### config.mk
export PLATFORM = sky130hd
export DESIGN_NAME = cfi_top
export DESIGN_NICKNAME = d
export VERILOG_FILES = /design/src/verilog/cfi_pkg.sv /design/src/verilog/cfi_top.sv /design/src/verilog/cfi_filter_slot.sv
export SDC_FILE = /design/constraint.sdc
export NUM_CORES = 1
export LEC_CHECK = 0
export BUFFER_PORTS_ARGS = -buffer_cell sky130_fd_sc_hd__buf_4
export CORE_AREA = 3 3 207 209
export DETAILED_ROUTE_END_ITERATION = 10
export DIE_AREA = 0 0 210 212
export HOLD_SLACK_MARGIN = 0.15
export PLACE_DENSITY = 0.49
export SYNTH_ARGS = -nofsm -noshare
export SYNTH_HDL_FRONTEND = slang
export SYNTH_SLANG_ARGS = --single-unit
### constraint.sdc
create_clock -name ref_clk -period 5.93 [get_ports ref_clk]
set_clock_uncertainty 0.15 [all_clocks]
set_input_delay 1.186 -clock ref_clk [delete_from_list [all_inputs] [get_ports ref_clk]]
set_output_delay 1.186 -clock ref_clk [all_outputs]
set_load 0.02 [all_outputs]
### src/verilog/cfi_pkg.sv
// Purpose: Shared constants for the CAN filter control and flag block
// Assumes: Classic Wishbone, 32-bit data, word-aligned registers
// Notes:   Offsets are byte addresses

package cfi_pkg;

  // ----------------------------------------------------------------
  // Register map
  // ----------------------------------------------------------------
  localparam logic [3:0] CFI_OFS_INT   = 4'h0;
  localparam logic [3:0] CFI_OFS_CTRL  = 4'h4;
  localparam logic [3:0] CFI_OFS_FLT   = 4'h8;
  localparam logic [3:0] CFI_OFS_TMR   = 4'hc;
  localparam int         CFI_AW        = 4;

  // ----------------------------------------------------------------
  // Flag bit positions
  // ----------------------------------------------------------------
  localparam int CFI_B_WAKE   = 14;
  localparam int CFI_B_BERR   = 13;
  localparam int CFI_B_SERR   = 12;
  localparam int CFI_B_RXOV   = 11;
  localparam int CFI_B_MODE   = 3;
  localparam int CFI_B_TWRAP  = 2;
  localparam int CFI_B_RXP    = 1;
  localparam int CFI_B_TXP    = 0;
  localparam logic [31:0] CFI_INT_RST = 32'h0000_0000;

  // ----------------------------------------------------------------
  // Control register fields
  // ----------------------------------------------------------------
  localparam int CFI_B_ON     = 15;
  localparam int CFI_REQ_LO   = 24;
  localparam int CFI_CUR_LO   = 21;
  localparam int CFI_MODE_W   = 3;
  localparam logic [2:0] CFI_REQ_RST = 3'h4;

  // ----------------------------------------------------------------
  // Filter byte layout
  // ----------------------------------------------------------------
  localparam int CFI_NFLT     = 4;
  localparam int CFI_F_EN     = 7;
  localparam int CFI_F_MS_LO  = 5;
  localparam int CFI_F_FS_LO  = 0;
  localparam int CFI_MS_W     = 2;
  localparam int CFI_FS_W     = 5;
  localparam int CFI_NMASK    = 4;
  localparam int CFI_NFIFO    = 32;
  localparam int CFI_ID_W     = 29;
  localparam logic [31:0] CFI_FLT_RST = 32'h0000_0000;

  // ----------------------------------------------------------------
  // Module timer
  // ----------------------------------------------------------------
  localparam int CFI_TMR_W = 16;

endpackage

### src/verilog/cfi_top.sv
// Purpose: CAN interrupt flags and filter control group with match path
// Assumes: Classic Wishbone slave, one clock, inputs synchronous
// Notes:   Ack comes one cycle after the request appears
`timescale 1ns/1ps

module cfi_top #(
  parameter int FILTER_BASE = 20
) (
  input  wire logic                                      ref_clk,
  input  wire logic                                      resetn,
  // Wishbone slave
  input  wire logic                                      wb_cyc_i,
  input  wire logic                                      wb_stb_i,
  input  wire logic                                      wb_we_i,
  input  wire logic [cfi_pkg::CFI_AW-1:0]                wb_adr_i,
  input  wire logic [3:0]                                wb_sel_i,
  input  wire logic [31:0]                               wb_dat_i,
  output logic [31:0]                                    wb_dat_o,
  output logic                                           wb_ack_o,
  // Controller events and status
  input  wire logic                                      wake_event,
  input  wire logic                                      bus_error_event,
  input  wire logic                                      sys_error_event,
  input  wire logic                                      rx_pending,
  input  wire logic                                      tx_pending,
  input  wire logic [cfi_pkg::CFI_MODE_W-1:0]            current_op_mode,
  // Match path
  input  wire logic                                      msg_valid,
  input  wire logic [cfi_pkg::CFI_ID_W-1:0]              msg_id,
  input  wire logic [cfi_pkg::CFI_NMASK*cfi_pkg::CFI_ID_W-1:0] acc_masks,
  input  wire logic [cfi_pkg::CFI_NFLT*cfi_pkg::CFI_ID_W-1:0]  filt_idents,
  input  wire logic [cfi_pkg::CFI_NFIFO-1:0]             fifo_full,
  output logic                                           rx_store,
  output logic [cfi_pkg::CFI_FS_W-1:0]                   rx_fifo_num,
  output logic [4:0]                                     rx_filter_num,
  // Control out
  output logic                                           module_on,
  output logic [cfi_pkg::CFI_MODE_W-1:0]                 requested_op_mode
);

  import cfi_pkg::*;

  // ----------------------------------------------------------------
  // Bus decode
  // ----------------------------------------------------------------
  logic        ack_r;
  logic [31:0] rdat_r;
  logic [31:0] int_r;
  logic [31:0] ctrl_r;
  logic [31:0] flt_r;
  logic [CFI_TMR_W-1:0] tmr_r;
  logic [CFI_MODE_W-1:0] cur_prev_r;
  logic        on_prev_r;

  wire req      = wb_cyc_i && wb_stb_i;
  wire wr_take  = req && wb_we_i && ack_r;
  wire hit_int  = (wb_adr_i == CFI_OFS_INT);
  wire hit_ctrl = (wb_adr_i == CFI_OFS_CTRL);
  wire hit_flt  = (wb_adr_i == CFI_OFS_FLT);
  wire hit_tmr  = (wb_adr_i == CFI_OFS_TMR);

  wire wr_int   = wr_take && hit_int;
  wire wr_ctrl  = wr_take && hit_ctrl;
  wire wr_flt   = wr_take && hit_flt;
  wire wr_tmr   = wr_take && hit_tmr;

  // Byte-lane write mask
  wire [31:0] lane_mask = {{8{wb_sel_i[3]}}, {8{wb_sel_i[2]}},
                           {8{wb_sel_i[1]}}, {8{wb_sel_i[0]}}};
  wire [31:0] wdat_m    = wb_dat_i & lane_mask;

  // ----------------------------------------------------------------
  // Control register
  // ----------------------------------------------------------------
  wire on_now   = ctrl_r[CFI_B_ON];
  wire on_rise  = on_now && !on_prev_r;
  wire [31:0] ctrl_wmask;
  wire [31:0] ctrl_nxt;

  assign ctrl_wmask = lane_mask &
                      ((32'h1 << CFI_B_ON) |
                       (32'h7 << CFI_REQ_LO));
  assign ctrl_nxt   = (ctrl_r & ~ctrl_wmask) | (wb_dat_i & ctrl_wmask);

  assign module_on         = on_now;
  assign requested_op_mode = ctrl_r[CFI_REQ_LO +: CFI_MODE_W];

  // ----------------------------------------------------------------
  // Filter control register
  // ----------------------------------------------------------------
  logic [31:0] flt_wmask;
  logic [31:0] flt_nxt;

  always_comb begin
    flt_wmask = lane_mask;
    for (int i = 0; i < CFI_NFLT; i++) begin
      if (flt_r[i*8 + CFI_F_EN]) begin
        flt_wmask[i*8 +: CFI_F_EN] = 7'h00;
      end
    end
    flt_nxt = (flt_r & ~flt_wmask) | (wb_dat_i & flt_wmask);
  end

  // ----------------------------------------------------------------
  // Filter compare
  // ----------------------------------------------------------------
  logic [CFI_NFLT-1:0] f_hit;

  genvar g;
  generate
    for (g = 0; g < CFI_NFLT; g++) begin : g_slot
      cfi_filter_slot #(
        .ID_W        (CFI_ID_W)
      ) u_slot (
        .filter_on   (flt_r[g*8 + CFI_F_EN]),
        .mask_choice (flt_r[g*8 + CFI_F_MS_LO +: CFI_MS_W]),
        .masks       (acc_masks),
        .ident       (filt_idents[g*CFI_ID_W +: CFI_ID_W]),
        .msg_id      (msg_id),
        .hit         (f_hit[g])
      );
    end
  endgenerate

  // Lowest numbered enabled filter that matches wins
  logic [1:0]          win_idx;
  logic                any_hit;

  always_comb begin
    win_idx = 2'h0;
    any_hit = 1'b0;
    for (int i = CFI_NFLT - 1; i >= 0; i--) begin
      if (f_hit[i]) begin
        win_idx = 2'(i);
        any_hit = 1'b1;
      end
    end
  end

  wire [CFI_FS_W-1:0] win_fifo = flt_r[win_idx*8 + CFI_F_FS_LO +: CFI_FS_W];
  wire match_go  = on_now && msg_valid && any_hit;
  wire full_tgt  = fifo_full[win_fifo];
  wire store_go  = match_go && !full_tgt;
  wire ovfl_go   = match_go && full_tgt;

  // ----------------------------------------------------------------
  // Event detection
  // ----------------------------------------------------------------
  wire [CFI_MODE_W-1:0] req_mode = ctrl_r[CFI_REQ_LO +: CFI_MODE_W];
  wire mode_go  = (current_op_mode == req_mode) &&
                  (cur_prev_r != current_op_mode);
  wire tmr_max  = (tmr_r == {CFI_TMR_W{1'b1}});
  wire wrap_go  = on_now && tmr_max;
  wire [CFI_TMR_W-1:0] tmr_inc = tmr_r + 1'b1;

  // ----------------------------------------------------------------
  // Flag register next value
  // ----------------------------------------------------------------
  logic [31:0] int_set;
  logic [31:0] int_clr;
  logic [31:0] int_nxt;

  always_comb begin
    int_set = 32'h0;
    int_set[CFI_B_WAKE]  = wake_event;
    int_set[CFI_B_BERR]  = bus_error_event;
    int_set[CFI_B_SERR]  = sys_error_event;
    int_set[CFI_B_RXOV]  = ovfl_go;
    int_set[CFI_B_MODE]  = mode_go;
    int_set[CFI_B_TWRAP] = wrap_go;
    int_clr = 32'h0;
    if (wr_int) begin
      int_clr = wdat_m;
    end
    int_clr[CFI_B_SERR] = on_rise;
    int_nxt = (int_r & ~int_clr) | int_set;
    int_nxt[CFI_B_RXP] = rx_pending;
    int_nxt[CFI_B_TXP] = tx_pending;
    int_nxt[10:4]      = 7'h00;
    int_nxt[31:15]     = 17'h0;
  end

  // ----------------------------------------------------------------
  // Read mux
  // ----------------------------------------------------------------
  logic [31:0] ctrl_rd;
  logic [31:0] rd_mux;

  always_comb begin
    ctrl_rd = ctrl_r;
    ctrl_rd[CFI_CUR_LO +: CFI_MODE_W] = current_op_mode;
    rd_mux = 32'h0;
    if (hit_int) begin
      rd_mux = int_r;
    end else if (hit_ctrl) begin
      rd_mux = ctrl_rd;
    end else if (hit_flt) begin
      rd_mux = flt_r;
    end else if (hit_tmr) begin
      rd_mux = {{(32-CFI_TMR_W){1'b0}}, tmr_r};
    end
  end

  // ----------------------------------------------------------------
  // Bus handshake
  // ----------------------------------------------------------------
  always_ff @(posedge ref_clk or negedge resetn) begin
    if (!resetn) begin
      ack_r  <= 1'b0;
      rdat_r <= 32'h0;
    end else begin
      ack_r  <= req && !ack_r;
      rdat_r <= rd_mux;
    end
  end

  assign wb_ack_o = ack_r;
  assign wb_dat_o = rdat_r;

  // ----------------------------------------------------------------
  // Registers
  // ----------------------------------------------------------------
  always_ff @(posedge ref_clk or negedge resetn) begin
    if (!resetn) begin
      ctrl_r    <= {5'h0, CFI_REQ_RST, 24'h0};
      on_prev_r <= 1'b0;
    end else begin
      on_prev_r <= on_now;
      if (wr_ctrl) begin
        ctrl_r <= ctrl_nxt;
      end
    end
  end

  always_ff @(posedge ref_clk or negedge resetn) begin
    if (!resetn) begin
      flt_r <= CFI_FLT_RST;
    end else if (wr_flt) begin
      flt_r <= flt_nxt;
    end
  end

  always_ff @(posedge ref_clk or negedge resetn) begin
    if (!resetn) begin
      int_r <= CFI_INT_RST;
    end else begin
      int_r <= int_nxt;
    end
  end

  always_ff @(posedge ref_clk or negedge resetn) begin
    if (!resetn) begin
      cur_prev_r <= '0;
    end else begin
      cur_prev_r <= current_op_mode;
    end
  end

  // Module timer runs while enabled; software may preload it
  always_ff @(posedge ref_clk or negedge resetn) begin
    if (!resetn) begin
      tmr_r <= '0;
    end else if (wr_tmr) begin
      tmr_r <= wdat_m[CFI_TMR_W-1:0];
    end else if (on_now) begin
      tmr_r <= tmr_inc;
    end
  end

  // ----------------------------------------------------------------
  // Match outputs
  // ----------------------------------------------------------------
  always_ff @(posedge ref_clk or negedge resetn) begin
    if (!resetn) begin
      rx_store      <= 1'b0;
      rx_fifo_num   <= '0;
      rx_filter_num <= '0;
    end else begin
      rx_store <= store_go;
      if (match_go) begin
        rx_fifo_num   <= win_fifo;
        rx_filter_num <= 5'(FILTER_BASE + int'(win_idx));
      end
    end
  end

endmodule // cfi_top

### src/verilog/cfi_filter_slot.sv
// Purpose: One acceptance filter compare
// Assumes: Mask bit 1 means the identifier bit must match
// Notes:   Purely combinational
`timescale 1ns/1ps

module cfi_filter_slot #(
  parameter int ID_W = 29
) (
  input  wire logic                 filter_on,
  input  wire logic [1:0]           mask_choice,
  input  wire logic [4*ID_W-1:0]    masks,
  input  wire logic [ID_W-1:0]      ident,
  input  wire logic [ID_W-1:0]      msg_id,
  output logic                      hit
);

  // ----------------------------------------------------------------
  // Compare
  // ----------------------------------------------------------------
  wire [ID_W-1:0] sel_mask;
  wire [ID_W-1:0] diff;

  assign sel_mask = masks[mask_choice*ID_W +: ID_W];
  assign diff     = (msg_id ^ ident) & sel_mask;
  assign hit      = filter_on && (diff == '0);

endmodule // cfi_filter_slot

Word-level counts from Yosys, hierarchy flattened
Index checks and enable logic that the tools add are counted.
{ "classes": {"n_addsub": 2, "n_mul": 4, "div": 0, "n_lt_le_gt_ge": 1, "n_eq_ne": 6, "shift": 5, "n_mux": 21, "bitwise": 20, "n_reduce_logical": 28} }
{ "ops": {"columns": ["operator", "n"], "rows": [
  ["116-bit by 8-bit variable part select with 29-bit output", 4],
  ["29-bit AND", 4],
  ["29-bit zero test", 4],
  ["29-bit XOR", 4],
  ["32-bit AND", 3],
  ["32-bit two-way mux", 3],
  ["32-bit bitwise OR", 2],
  ["16-bit two-way mux", 3],
  ["32-bit by 27-bit AND with 32-bit output", 1],
  ["27-bit NOT with 32-bit output", 1],
  ["32-bit NOT", 1],
  ["32-bit by 6-bit variable part select with 5-bit output", 1],
  ["2-bit by 5-bit multiplier with 7-bit output, second input constant", 4],
  ["7-bit two-way mux", 4],
  ["1-bit logical AND", 19],
  ["16-bit by 1-bit adder with 16-bit output, second input constant", 1],
  ["16-bit AND", 1],
  ["16-bit equality test, second input constant", 1],
  ["15-bit AND", 1],
  ["15-bit two-way mux", 1],
  ["15-bit NOT", 1],
  ["15-bit bitwise OR", 1],
  ["4-bit equality test, second input constant", 2],
  ["2-bit two-way mux", 4],
  ["10 further kinds", 16]
]} }
{ "totals": {"regBits": 136, "latch_bits": 0, "ram_bits": 0, "romBits": 0, "in_bits": 347, "out_inout_bits": 48, "wordCells": 98, "mem_count": 0} }

Logic depth before layout (Yosys ltp)
Gate-level depths: netlist (run 1).
{ "depth": {"word_depth": 14, "depth_mapped": 13, "ltp_nobuf": 11} }

Modules after synthesis
From an unflattened synthesis (run 1), not the netlist that was laid out.
{ "unflattened": {"hier_cells": 768, "area_unflattened_um2": 9611.7} }
{ "by_module_without_submodules": {"columns": ["module", "instances", "cells_each", "area_per_inst_um2", "seq_area_each_um2"], "rows": [
  ["cfi_top", 1, 432, 4972.3, 2653.8],
  ["cfi_filter_slot", 4, 84, 1159.9, 0.0]
]} }

Least setup slack after synthesis (run 1)
Ideal clock, no wire load.
{ "synth_timing": {"path_kind": "input to register", "start": "input acc_masks[105] (netlist name)", "end": "register int_r[11]", "setup_time_ps": 95, "arrival_time_ps": 4720, "t_required_ps": 5685, "path_slack_ps": 965, "stages": 12, "n_path_buf": 1, "cell_sequence": "mux4_2 > a22oi_1 > nand4_1 > or4_1 > a211oi_4 > mux2i_2 > buf_4 > mux2i_1 > nor4_1 > nor4_1 > o22ai_1 > o31ai_1"} }
{ "synth_via": {"elab_chain_len": 13, "elab_cells_between_ends": 30, "cone_classes": "5 x shift; 10 x mux; 5 x bitwise; 10 x reduce/logical"} }
{ "synth_rtl": {"columns": ["element", "line", "text"], "rows": [
  ["start: declaration", "cfi_top.sv:30", "input wire logic [cfi_pkg::CFI_NMASK*cfi_pkg::CFI_ID_W-1:0] acc_masks,"],
  ["116-bit by 8-bit variable part select with 29-bit output", "cfi_filter_slot.sv:23", "assign sel_mask = masks[mask_choice*ID_W +: ID_W];"],
  ["29-bit AND", "cfi_filter_slot.sv:24", "assign diff = (msg_id ^ ident) & sel_mask;"],
  ["29-bit zero test", "cfi_filter_slot.sv:25", "assign hit = filter_on && (diff == '0);"],
  ["1-bit logical AND", "cfi_filter_slot.sv:25", null],
  ["2-bit two-way mux (4 in a row)", "cfi_top.sv:133", "if (f_hit[i]) begin"],
  ["32-bit by 6-bit variable part select with 5-bit output", "cfi_top.sv:140", "wire [CFI_FS_W-1:0] win_fifo = flt_r[win_idx*8 + CFI_F_FS_LO +: CFI_FS_W];"],
  ["1-bit binary-select mux with 5-bit select", "cfi_top.sv:142", "wire full_tgt = fifo_full[win_fifo];"],
  ["1-bit two-way mux (implied by the code)", "cfi_top.sv:142", null],
  ["1-bit logical AND (*)", "cfi_top.sv:144", "wire ovfl_go = match_go && full_tgt;"],
  ["15-bit bitwise OR (*)", "cfi_top.sv:176", "int_nxt = (int_r & ~int_clr) | int_set;"],
  ["named net int_nxt[11]", "cfi_top.sv:161", "logic [31:0] int_nxt;"],
  ["end signal: assignment", "cfi_top.sv:247", "int_r <= int_nxt;"],
  ["end: declaration", "cfi_top.sv:48", "logic [31:0] int_r;"]
]} }
The timed path passes the listed nets; every way through them passes the cells marked *. The select of a mux whose other input is x is not followed.
A chain may end at the register's enable or synchronous reset.

==> results of run 1 <==
==> through the flow <==
stage | hold WS, ns | setup WS, ns | cell area [um2] | total power (uW)
after floorplan | 0.293 | 0.965 | 10300 | 1250
after global placement | 0.298 | 0.328 | 14000 | 1700
after detailed placement | 0.302 | 0.348 | 14000 | 1700
after CTS | 0.314 | 0.395 | 14300 | 2340
after global routing | 0.341 | 0.0510 | 14300 | 2430
final | 0.314 | 0.305 | 14300 | 2320
==> layout by cell type, fill, tap and decap left out, drive strengths merged, types with 2 or more instances in the layout <==
cell type	n
nor3	8
a22o	6
inv	13
and3	5
mux2	31
a221oi	2
nor2	24
and2	10
nand3	57
a22oi	114
mux2i	48
xor2	129
diode	6
nand2	53
clkbuf	11
o21ai	67
a21oi	3
mux4	120
or4	3
xnor2	8
o22ai	3
a21o	3
nand2b	4
nor4	28
buf	430
nand4	39
dfrtp	105
==> cell usage after synthesis (all sizes together) (5+ instances only) <==
cell type	number
and2	10
inv	11
nor3	8
a22o	6
mux2i	48
o21ai	67
nor2	24
dfrtp	105
buf	17
clkbuf	38
xor2	129
and3	5
nand4	39
nor4	28
nand3	57
mux4	120
a22oi	114
nand2	53
mux2	31
xnor2	8
==> per-layer routing <==
| metal | vias up | share of wire | GRT usage |
|---|---|---|---|
| met5 | - | 0.00077 | 0 |
| met4 | 4 | 0.018 | 0.0491 |
| met3 | 61 | 0.076 | 0.0435 |
| met2 | 516 | 0.48 | 0.372 |
| met1 | 5391 | 0.43 | 0.311 |
| li1 | 4574 | - | - |
==> cell type report <==
type / count / area, um2
repair buffers: 430 / 3290
clock buffers: 11 / 243
clock inverters: 5 / 60.1
multi-input cells: 775 / 7350
inverters: 11 / 41.3
diodes: 6 / 15.0
flip-flops and latches: 106 / 2660
well taps: 532 / 666
fillers: 4276 / 26700
==> worst max path at each step <==
stage          cells after the start         to  slack, ns      startpoint
2_1_floorplan                     12  int_r[11]       0.96  acc_masks[105]
4_1_cts                           14  int_r[11]       0.40        register
3_3_place_gp                      14  int_r[11]       0.33  acc_masks[108]
3_5_place_dp                      14  int_r[11]       0.35  acc_masks[108]
6_report                          14  int_r[11]       0.30        register
5_1_grt                           14  int_r[11]       0.05        register
==> cells by family after synthesis <==
family	Yosys count	share of synthesized area
AO/OA/AOI/OAI	204	0.134
XOR/XNOR	137	0.117
adder cells (fa/ha/maj)	1	0.00122
buffers and inverters	66	0.0269
flip-flops	106	0.258
multiplexers	199	0.345
other	1	0.000365
AND/OR/NAND/NOR	233	0.117
==> where the power goes <==
part           total [uW]  switching, uW  internal (uW)
combinational         839            434            405
sequential            864           78.7            785
clock                 621            279            342
total                2320            792           1530
==> impl.org, run 1 <==
** Run status
- The run finished with clean final reports.

** Route
- For this run, design rule violations remaining after detail routing come to 0.
- Post-detailed-route count of antenna-violating nets :: 0
- Detailed Routing Iterations Pass 1 :: 5
- The first routing iteration left around 940 violations.
- Via-per-instance ratio :: 5.62
- Routed WL :: 52100 um
- In the final routed layout, each cell accounts on average for between 20 and 30 um.
- The routed layout has around 11000 vias.

** Setup path
- Combined buffer and inverter count along the critical path :: 3
- Data arrival at the endpoint of the critical path :: around 5.7 ns
- Cell depth of the worst flop-to-flop path :: 14
- The setup check on the worst reg-to-reg path leaves a slack of between 0.3 and 0.4 ns.
- The worst register-to-register path ends at int_r[11].
- Nature of the critical path endpoint :: register
- Data on the critical path is required at its endpoint by approximately 6 ns.
- CP max stage cell :: dfrtp_2
- Critical path, cell by cell :: buf_4, mux4_2, a22oi_1, nand4_1, or4_1, a211oi_4, buf_4, mux2i_2, buf_12, mux2i_1, nor4_1, nor4_1, o22ai_1, o31ai_1
- The kind of cell with the highest combined delay along the critical path is simple AND/OR/NAND/NOR gates.
- Slowest cell delay on critical path :: about 0.80 ns
- The worst setup path is of the register to register kind.
- CP startpoint kind :: register
- Along the worst path, the maximum fanout reaches 17.

** Global routing
- Overall global routing resource usage :: 0.226
- Vias in the first global route :: 10600
- Pin count of the biggest net entering global routing :: just under 60
- The initial antenna violation count came to 8.
- Total overflow reported by the global router :: 0
- The first global-routing pass estimated 73600 um of wire.

** CTS
- The clock drives 106 sinks.
- Clock-pin slew was measured on the worst setup and hold paths at 0.08 ns.
- Post-CTS Setup Inserts :: 0
- Post-cts gate resize count :: 0
- For this design, the CTS-stage hold fixing added 0 buffers.
- CTS max path bufs :: 2
- At the later pin of the worst-skew pair, clock insertion delay measures approximately 0.36 ns.
- Maximum level of the CTS H-tree :: 3
- TritonCTS built the clock tree.
- Clock tree synthesis inserted a total of 9 buffers.
- The tree is rooted in a clkbuf_16.

** Placed design
- Detailed placement finished with a half-perimeter wire length of ~44000 um.
- DP Cell Count :: approximately 1900
- Final weighted congestion of routability-driven global placement :: about 0.94
- Port buffer count :: around 390

** Synthesis
- Area of the mapped netlist :: approximately 10000 um2
- Synthesis handed over a netlist of about 950 instances.
- FFs w/ async S/R, synth :: 1.00
- After synthesis the netlist holds a flip-flop and latch count of approximately 110.
- Yosys attributes the largest share of cell area to mux4_2 26%, dfrtp_1 26%, xor2_1 11%, a22oi_1 8.3%, mux2i_1 4.5%.
- Post-synth cell types :: 43
- Summed over all instances, the cell type with the most area after synthesis is mux4_2.
- When the netlist entered floorplanning its net count stood at around 1300.
- Synth warn :: 0
- Mean instance size in the synthesized netlist :: between 10 and 15 um2
- Of the synthesized area, sequential elements account for 0.258.
- Among all flip-flop cells after synthesis, the most frequent one is dfrtp_1.
- The synthesized design contains 0 enable-type register cells.
- Share of Yosys cell area claimed by the top area cell type :: 0.263

** STA
- Ratio of final minimum period to clock period :: 0.949
- At the pin with the least slew margin, the transition time is 1.03 ns.
- Final-report setup violation count :: 0
- Setup TNS :: 0 ns
- Setup repair after global routing missed its margin :: no
- The number of hold-slack violations in the final timing report came to 0.
- The final-report max-slew violation count was 0.
- Shortest clock period the worst path allows after layout :: between 5 and 6 ns
- Fmax :: between 150 and 200 MHz
- In this run the tightest slew margin relative to its limit is 0.313.

** Die
- Initial standard-cell utilization of the core :: 0.250
- Floorplan core area :: 41000 um2
- From left edge to right edge, the die measures 210 um.
- The floorplan has 74 rows.
- The die is about 210 um tall.
- Full die area :: 44500 um2
- For this design the top-level I/O count stands at between 300 and 400.

** Job
- Number of violations of the max-capacitance limit :: 0

** Final layout
- Final #Nets :: roughly 1700
- Area Overhead vs Synth :: 39.5%
- Core utilization of the finished layout :: 0.349
- Excluding fillers, the count of instances in the completed layout stands at between 1500 and 2000.
- In the final layout, the share of cells above drive strength 1 is 0.455.

** Min path
- Class of the worst hold path :: register to register
- Hold path startpoint :: wb_ack_o
- End point of the worst hold path :: wb_ack_o
- Counting instances, the worst hold path has a depth of 1.

** Pwr
- Power spread over the standard cell area amounts to 162 nW/um2.
- Across the VDD grid, the largest voltage drop is between 100 and 150 uV.
- Summed over all cells, the static leakage comes to about 0.0061 uW.
Note: power is estimated with default switching activity, not from simulation.
==> inputs of run 2 (changes only) <==
--- a/config.mk
+++ b/config.mk
@@ -12,3 +12,3 @@
 export HOLD_SLACK_MARGIN = 0.15
-export PLACE_DENSITY = 0.49
+export PLACE_DENSITY = 0.51
 export SYNTH_ARGS = -nofsm -noshare
==> constraint.sdc (replaced) <==
create_clock -name ref_clk -period 5 [get_ports ref_clk]
set_clock_uncertainty 0.15 [all_clocks]
set_input_delay 0 -clock ref_clk [delete_from_list [all_inputs] [get_ports ref_clk]]
set_output_delay 0 -clock ref_clk [all_outputs]
set_load 0.02 [all_outputs]
==> run 2 against run 1 <==
Compared with the run above:
- sequential share of layout area decreased by 0.78 points
- core utilization is 1.5 points higher
- largest power group is now combinational cells
- combinational power is 26% higher
==> impl.org, run 2 (same netlist as run 1, synthesis figures left out) <==
** Final layout
- Share of cells above drive strength 1 :: 0.434
- The library cells used most frequently in the layout, excluding fill and tap cells, are 424 x buf_4, 129 x xor2_1, 120 x mux4_2, 114 x a22oi_1, 101 x dfrtp_1.
- Area Overhead vs Synth :: 45.6%
- Combined area of the multi-input logic cells :: between 7000 and 8000 um2
- Registers take about 2700 um2.
- Final cell area excluding filler cells :: 15000 um2
- Final #Nets :: roughly 1700
- Most common library cell in the layout ignoring fill and taps :: buf_4
- Count of filler cells inserted in the layout :: between 4000 and 5000

** Die
- Initial standard-cell utilization of the core :: 0.250
- Width of the chip :: about 210 um
- The die is approximately 210 um tall.
- During I/O placement, the number of pins put on the boundary was ~400.
- The region available for standard cell placement spans just over 40000 um2.
- The floorplan step defined a die boundary enclosing between 40000 and 50000 um2.
- The floorplan has 74 rows.

** CTS
- Maximum level of the CTS H-tree :: 3
- TritonCTS built the clock tree.
- In this run, CTS created clock tree buffers numbering 9.
- CTS max path bufs :: 2
- Buffers inserted to repair hold after CTS numbered 65.
- TritonCTS sink count :: between 100 and 150
- Library cell used as clock root buffer :: clkbuf_16
- Gates resized during post-CTS repair numbered 0.
- Post-CTS Setup Inserts :: 0
- Clock-pin slew was measured on the worst setup and hold paths at about 0.080 ns.
- The clock reaches the later pin of the worst-skew pair after ~0.35 ns.

** Route
- Using the TritonRoute via totals, the vias-per-cell ratio works out to around 5.6.
- Vias after detailed routing :: between 10000 and 15000
- Detailed Route Iter0 Violations :: around 1200
- For this block, the routed nets add up to about 55000 um of wire.
- In this run the remaining antenna-violating nets after routing total 0.
- In the routed design, unresolved DRC markers number 0.
- The pre-antenna-repair detailed-routing pass consisted of 5 iterations.
- Wirelength per Cell :: between 20 and 30 um

** STA
- For this run, the top clock speed supported by timing is roughly 210 MHz.
- Setup repair after global routing left no endpoint under its margin.
- Smallest setup slack after layout :: between 0.2 and 0.3 ns
- Setup TNS :: 0 ns
- Slew @ Worst Pin :: ~1 ns
- Shortest clock period the worst path allows after layout :: between 4 and 5 ns
- The number of hold-slack violations in the final timing report was 0.
- Tightest slew margin relative to the limit :: 0.344
- Ratio of final minimum period to clock period :: 0.947
- Hold is met by around 0.15 ns.
- Fin. max-slew vios :: 0
- Setup violations remaining at the end of the flow were counted as 0.

** Setup path
- The worst setup path is launched from a register.
- CP required :: between 5 and 6 ns
- Highest fanout seen on the critical path :: 18
- Crit path kind :: register to register
- For the worst setup path, the data arrival time is about 4.9 ns.
- STA classifies the critical path endpoint as a register.

** Pwr
- Clock share of power :: 0.264
- Internal cell power :: between 1500 and 2000 uW
- The design draws approximately 2800 uW.
- Static leakage power :: about 0.0063 uW
- IR analysis of the VDD net gives a maximum drop of around 160 uV.
- Fraction of power consumed by combinational cells :: 0.375
- Of the total power, the share spent switching nets is 0.349.
- Power spent charging and discharging nets :: between 900 and 1000 uW
- Pwr/cell area :: approximately 190 nW/um2
- Sequential share of power :: 0.360

** Placed design
- At the end of routability-driven placement, the weighted congestion stood at ~0.95.
- Input and output buffers added on the ports amount to ~390.
- Pre-CTS setup slack :: between 0.15 and 0.2 ns
- Summing all placed instances gives a cell area of 14000 um2.
- Detailed placement finished with a half-perimeter wire length of 45800 um.

** Global routing
- Entering global routing, the biggest net connects 70 pins.
- Vias in the first global route :: about 11000
- In the global route stage, overall resource usage came out at 0.237.
- The first global-routing pass estimated a little under 80000 um of wire.
- Summed over all layers, the global routing overflow is 0.
- Antenna violations before repair :: 5

** Job
- Number of violations of the max-capacitance limit :: 0

** Min path
- Class of the worst hold path :: input port to asynchronous set/reset pin

** Run status
- The flow ran to the end, and the final reports show no timing, DRC or antenna violations.
-- run 2: cell types whose count changed in the layout (fill, tap and decap cells not counted), sizes merged --
cell,before,now
dlygate4sd3,0,65
buf,430,428
clkbuf,11,10
clkinv,1,2
clkinvlp,1,0
diode,6,5
inv,13,14
-- run 2: worst paths after layout --
path	startpoint	endpoint	slack (ns)	cells past startpoint
worst min register to register	wb_ack_o	wb_ack_o	0.31	1
worst min-delay path	resetn	wb_dat_o[1]	0.15	2
worst max register to register	register	int_r[11]	0.26	13
min in group ref_clk	wb_cyc_i	register	0.17	5
max in group asynchronous	resetn	asynchronous set/reset pin	3.39	3
worst max-delay path	register	int_r[11]	0.26	13
-- run 2: cell type report --
type / count / share of cell area
antenna: 5 / 0.000837
sequential: 106 / 0.178
timing repair buffer: 493 / 0.262
tap: 532 / 0.0445
clock inverter: 6 / 0.00485
clock buffer: 10 / 0.0160
multi-input combinational: 775 / 0.492
inverter: 11 / 0.00276
-- run 2: per-layer routing --
metal,vias to the layer above,part of all wire,GRT usage
li1,4699,-,-
met1,5543,0.42,0.321
met2,597,0.48,0.393
met3,64,0.081,0.0521
met4,0,0.021,0.0479
met5,-,0,0
-- run 2: per-stage QoR --
step                std cells  utilization
floorplan                 947            -
global placement         1852        0.341
detailed placement       1852        0.341
CTS                      1933        0.364
global route             1938        0.365
finish                   1938        0.365
-- run 2: power groups by stage --
stage / Clock [uW] / Sequential (uW) / Combinational [uW]
CTS: 777 / 1020 / 1050
global route: 803 / 1030 / 1140
finish: 750 / 1020 / 1060
floorplan: 0 / 1020 / 460
global placement: 0 / 1040 / 1010
detailed placement: 0 / 1040 / 1010
-- run 2: critical path: stages, from the launching register on --
cell and delay, ns:
dfrtp_2 0.59, buf_12 0.24, mux4_2 0.55, a22oi_1 0.25
nand4_1 0.19, or4_1 0.64, a211oi_4 0.37, mux2i_2 0.24
buf_4 0.31, mux2i_1 0.22, nor4_1 0.06, nor4_1 0.37
o22ai_1 0.19, o31ai_1 0.24
==> inputs of run 3 (changes only) <==
CORE_AREA = 3 3 154 156   (was 3 3 207 209)
DIE_AREA = 0 0 157 159   (was 0 0 210 212)
PLACE_DENSITY = 0.81   (was 0.51)
==> run 3 against run 2 <==
Compared with the run above:
- die area down 44%
- cell count down 13%
- total power about the same
- critical path depth unchanged
- non-clock buffer count up 5
- core utilization up 29 points
- combinational power about the same
- register-to-register slack worse by 0.05 ns
- sequential share of layout area up 0.32 points
- count of clock-buffer cells in the layout unchanged
- routed wire length down 8.7%
- largest cell class unchanged
==> impl.org, run 3 (same netlist as run 1, synthesis figures left out) <==
** Global routing
- Total overflow reported by the global router :: 0
- For this run, the total global-route usage over all layers was measured as 0.386.
- First-pass GRT wire length :: 72800 um
- Entering global routing, the biggest net connects 73 pins.
- The initial antenna violation count was 2.
- The via count of the first global-routing pass is approximately 12000.

** STA
- Final Hold Violating Endpoints :: 0
- Slew @ Worst Pin :: 1.20 ns
- In the finished design, the share of the clock period the worst path needs comes to 0.957.
- Setup violations remaining at the end of the flow were counted as 0.
- Shortest clock period the worst path allows after layout :: about 4.8 ns
- Fmax :: about 210 MHz
- Measured against its own limit, the worst slew margin works out to 0.198.
- Setup TNS :: 0 ns
- Setup repair after global routing missed its margin :: no
- In the post-route analysis, the smallest setup slack over all paths is approximately 0.22 ns.
- Fin. max-slew vios :: 0

** CTS
- Insertion delay to the later sink of the worst-skew pair :: between 0.3 and 0.4 ns
- Clock tree synthesis selected as its root buffer the cell clkbuf_16.
- Post-CTS repair changed the size of 0 cells.
- Clock buffers created by TritonCTS :: 9
- Maximum level of the CTS H-tree :: 3
- After clock tree synthesis, the setup repair step added 0 buffers.
- Clock-pin slew was measured on the worst setup and hold paths at about 0.070 ns.
- For this design, the sink count on the clock tree is approximately 110.
- CTS tree :: done
- CTS max path bufs :: 2

** Route
- The first routing iteration left 1489 violations.
- Vias after detailed routing :: between 10000 and 15000
- Remaining design rule violation count :: 0
- Detailed Routing Iterations Pass 1 :: 6
- Using the TritonRoute via totals, the vias-per-cell ratio works out to 6.78.
- Dividing the detail-routed wire length by the instance count gives 29.6 um.
- The detail route stage leaves a number of antenna-violating nets equal to 0.
- The final layout contains routed wiring with a total length of roughly 50000 um.

** Placed design
- After detailed placement, the design holds a cell count of 1600.
- Summed over all nets, the half-perimeter wirelength after detailed placement is between 30000 and 40000 um.
- At the end of routability-driven placement, the weighted congestion stood at 1.07.
- Port buffer count :: ~400
- Cell area after placement :: approximately 14000 um2
- Before CTS, the worst setup slack after placement is between 0.3 and 0.4 ns.

** Final layout
- 0 antenna diodes ended up in the layout.
- After routing the design area is about 15000 um2.
- In the final design database the tool counted 1749 nets.
- Count of filler cells inserted in the layout :: 1712
- Most used cells in the layout excluding fill and tap cells :: 420 x buf_4, 129 x xor2_1, 120 x mux4_2, 114 x a22oi_1, 101 x dfrtp_1
- Area Overhead vs Synth :: 43.0%
- Share of cells above drive strength 1 :: 0.429
- The finished layout holds 1690 standard cells, fillers aside.
- The library cell used most frequently in the layout, excluding fill and tap cells, is buf_4.
- Measured on the finished design, the core utilization comes to 0.653.

** Pwr
- Sequential share of power :: 0.361
- The share of total power dissipated in the clock network is 0.266.
- In this run the static leakage power is roughly 0.0064 uW.
- Internal cell power :: ~1800 uW
- In this run the power density over the cells is approximately 190 nW/um2.
- IR analysis of the VDD net gives a maximum drop of between 200 and 250 uV.
- Power spent charging and discharging nets :: slightly below 1000 uW
- Fraction of power consumed by combinational cells :: 0.373
- Of the total power, the share spent switching nets is 0.348.

** Die
- Floorplan core area :: 22500 um2
- Initial standard-cell utilization of the core :: 0.456
- The die covers about 25000 um2.
- Width of the chip :: about 160 um
- The floorplan has 55 rows.
- Pin placement for this block handled about 400 I/O pins.
- In this run the vertical extent of the chip is 159 um.

** Setup path
- Crit path depth :: 13
- CP max stage cell :: dfrtp_1
- Of all nets on the critical path, the largest fanout is 17.
- Data arrival at the endpoint of the critical path :: 4.88 ns
- Cell depth of the worst flop-to-flop path :: 13
- The worst register-to-register path has a setup slack of approximately 0.22 ns.
- Cell class contributing the biggest share of worst-path delay :: simple AND/OR/NAND/NOR gates
- Slowest cell delay on critical path :: roughly 0.9 ns
- The worst setup path is captured at a register.
- The critical path contains buffers and inverters numbering 2 combined.
- Destination of the critical timing path :: int_r[11]
- The worst register-to-register path ends at int_r[11].
- CP required :: 5.10 ns
- Crit path kind :: register to register
- STA classifies the critical path startpoint as a register.
- Walking the worst path, the cells encountered are buf_4, mux4_2, a22oi_1, nand4_1, nor4_4, a211oi_4, mux2i_2, buf_4, mux2i_1, nor4_1, nor4_1, o22ai_1, o31ai_1.

** Run status
- Outcome :: completed

** Job
- Number of violations of the max-capacitance limit :: 0

** Min path
- The min-delay analysis places its worst path in the category input port to register.
-- run 3: worst min-delay path by stage --
stage	start	to	cells after the start
after global placement	resetn	wb_dat_o[4]	1
after detailed placement	resetn	wb_dat_o[4]	1
final	rx_pending	int_r[1]	2
after CTS	rx_pending	int_r[1]	2
after global routing	rx_pending	int_r[1]	2
after floorplan	resetn	asynchronous set/reset pin	0
-- run 3: area by class of cell --
| type | count | area, um2 | area share |
|---|---|---|---|
| timing repair buffer | 498 | 3970 | 0.271 |
| clock inverter | 5 | 67.6 | 0.00460 |
| sequential | 106 | 2660 | 0.181 |
| multi-input combinational | 775 | 7350 | 0.500 |
| inverter | 11 | 41.3 | 0.00281 |
| tap | 285 | 357 | 0.0243 |
| clock buffer | 10 | 239 | 0.0163 |
-- run 3: power by group through the flow --
| stage | clock network [uW] | registers, uW | logic, uW |
|---|---|---|---|
| final | 754 | 1020 | 1060 |
| after global routing | 790 | 1030 | 1110 |
| after CTS | 746 | 1020 | 1020 |
| after detailed placement | 0 | 1030 | 972 |
| after global placement | 0 | 1030 | 970 |
| after floorplan | 0 | 1020 | 460 |
-- run 3: metal layers --
layer / global-route usage / share of wire / up-vias
met5: 0 / 0.00020 / -
met4: 0.144 / 0.050 / 2
met3: 0.113 / 0.13 / 191
met2: 0.614 / 0.46 / 971
met1: 0.500 / 0.36 / 5596
li1: - / - / 4696
-- run 3: repair_timing --
action                     CTS  global route
setup endpoints to repair    0             0
hold endpoints to repair   122             0
hold buffers                75             0
-- run 3: per-stage QoR --
step	hold WS [ns]	total power [uW]
6_report	0.150	2840
2_1_floorplan	-0.446	1480
3_3_place_gp	-0.180	2000
3_5_place_dp	-0.174	2000
5_1_grt	0.162	2930
4_1_cts	0.151	2780
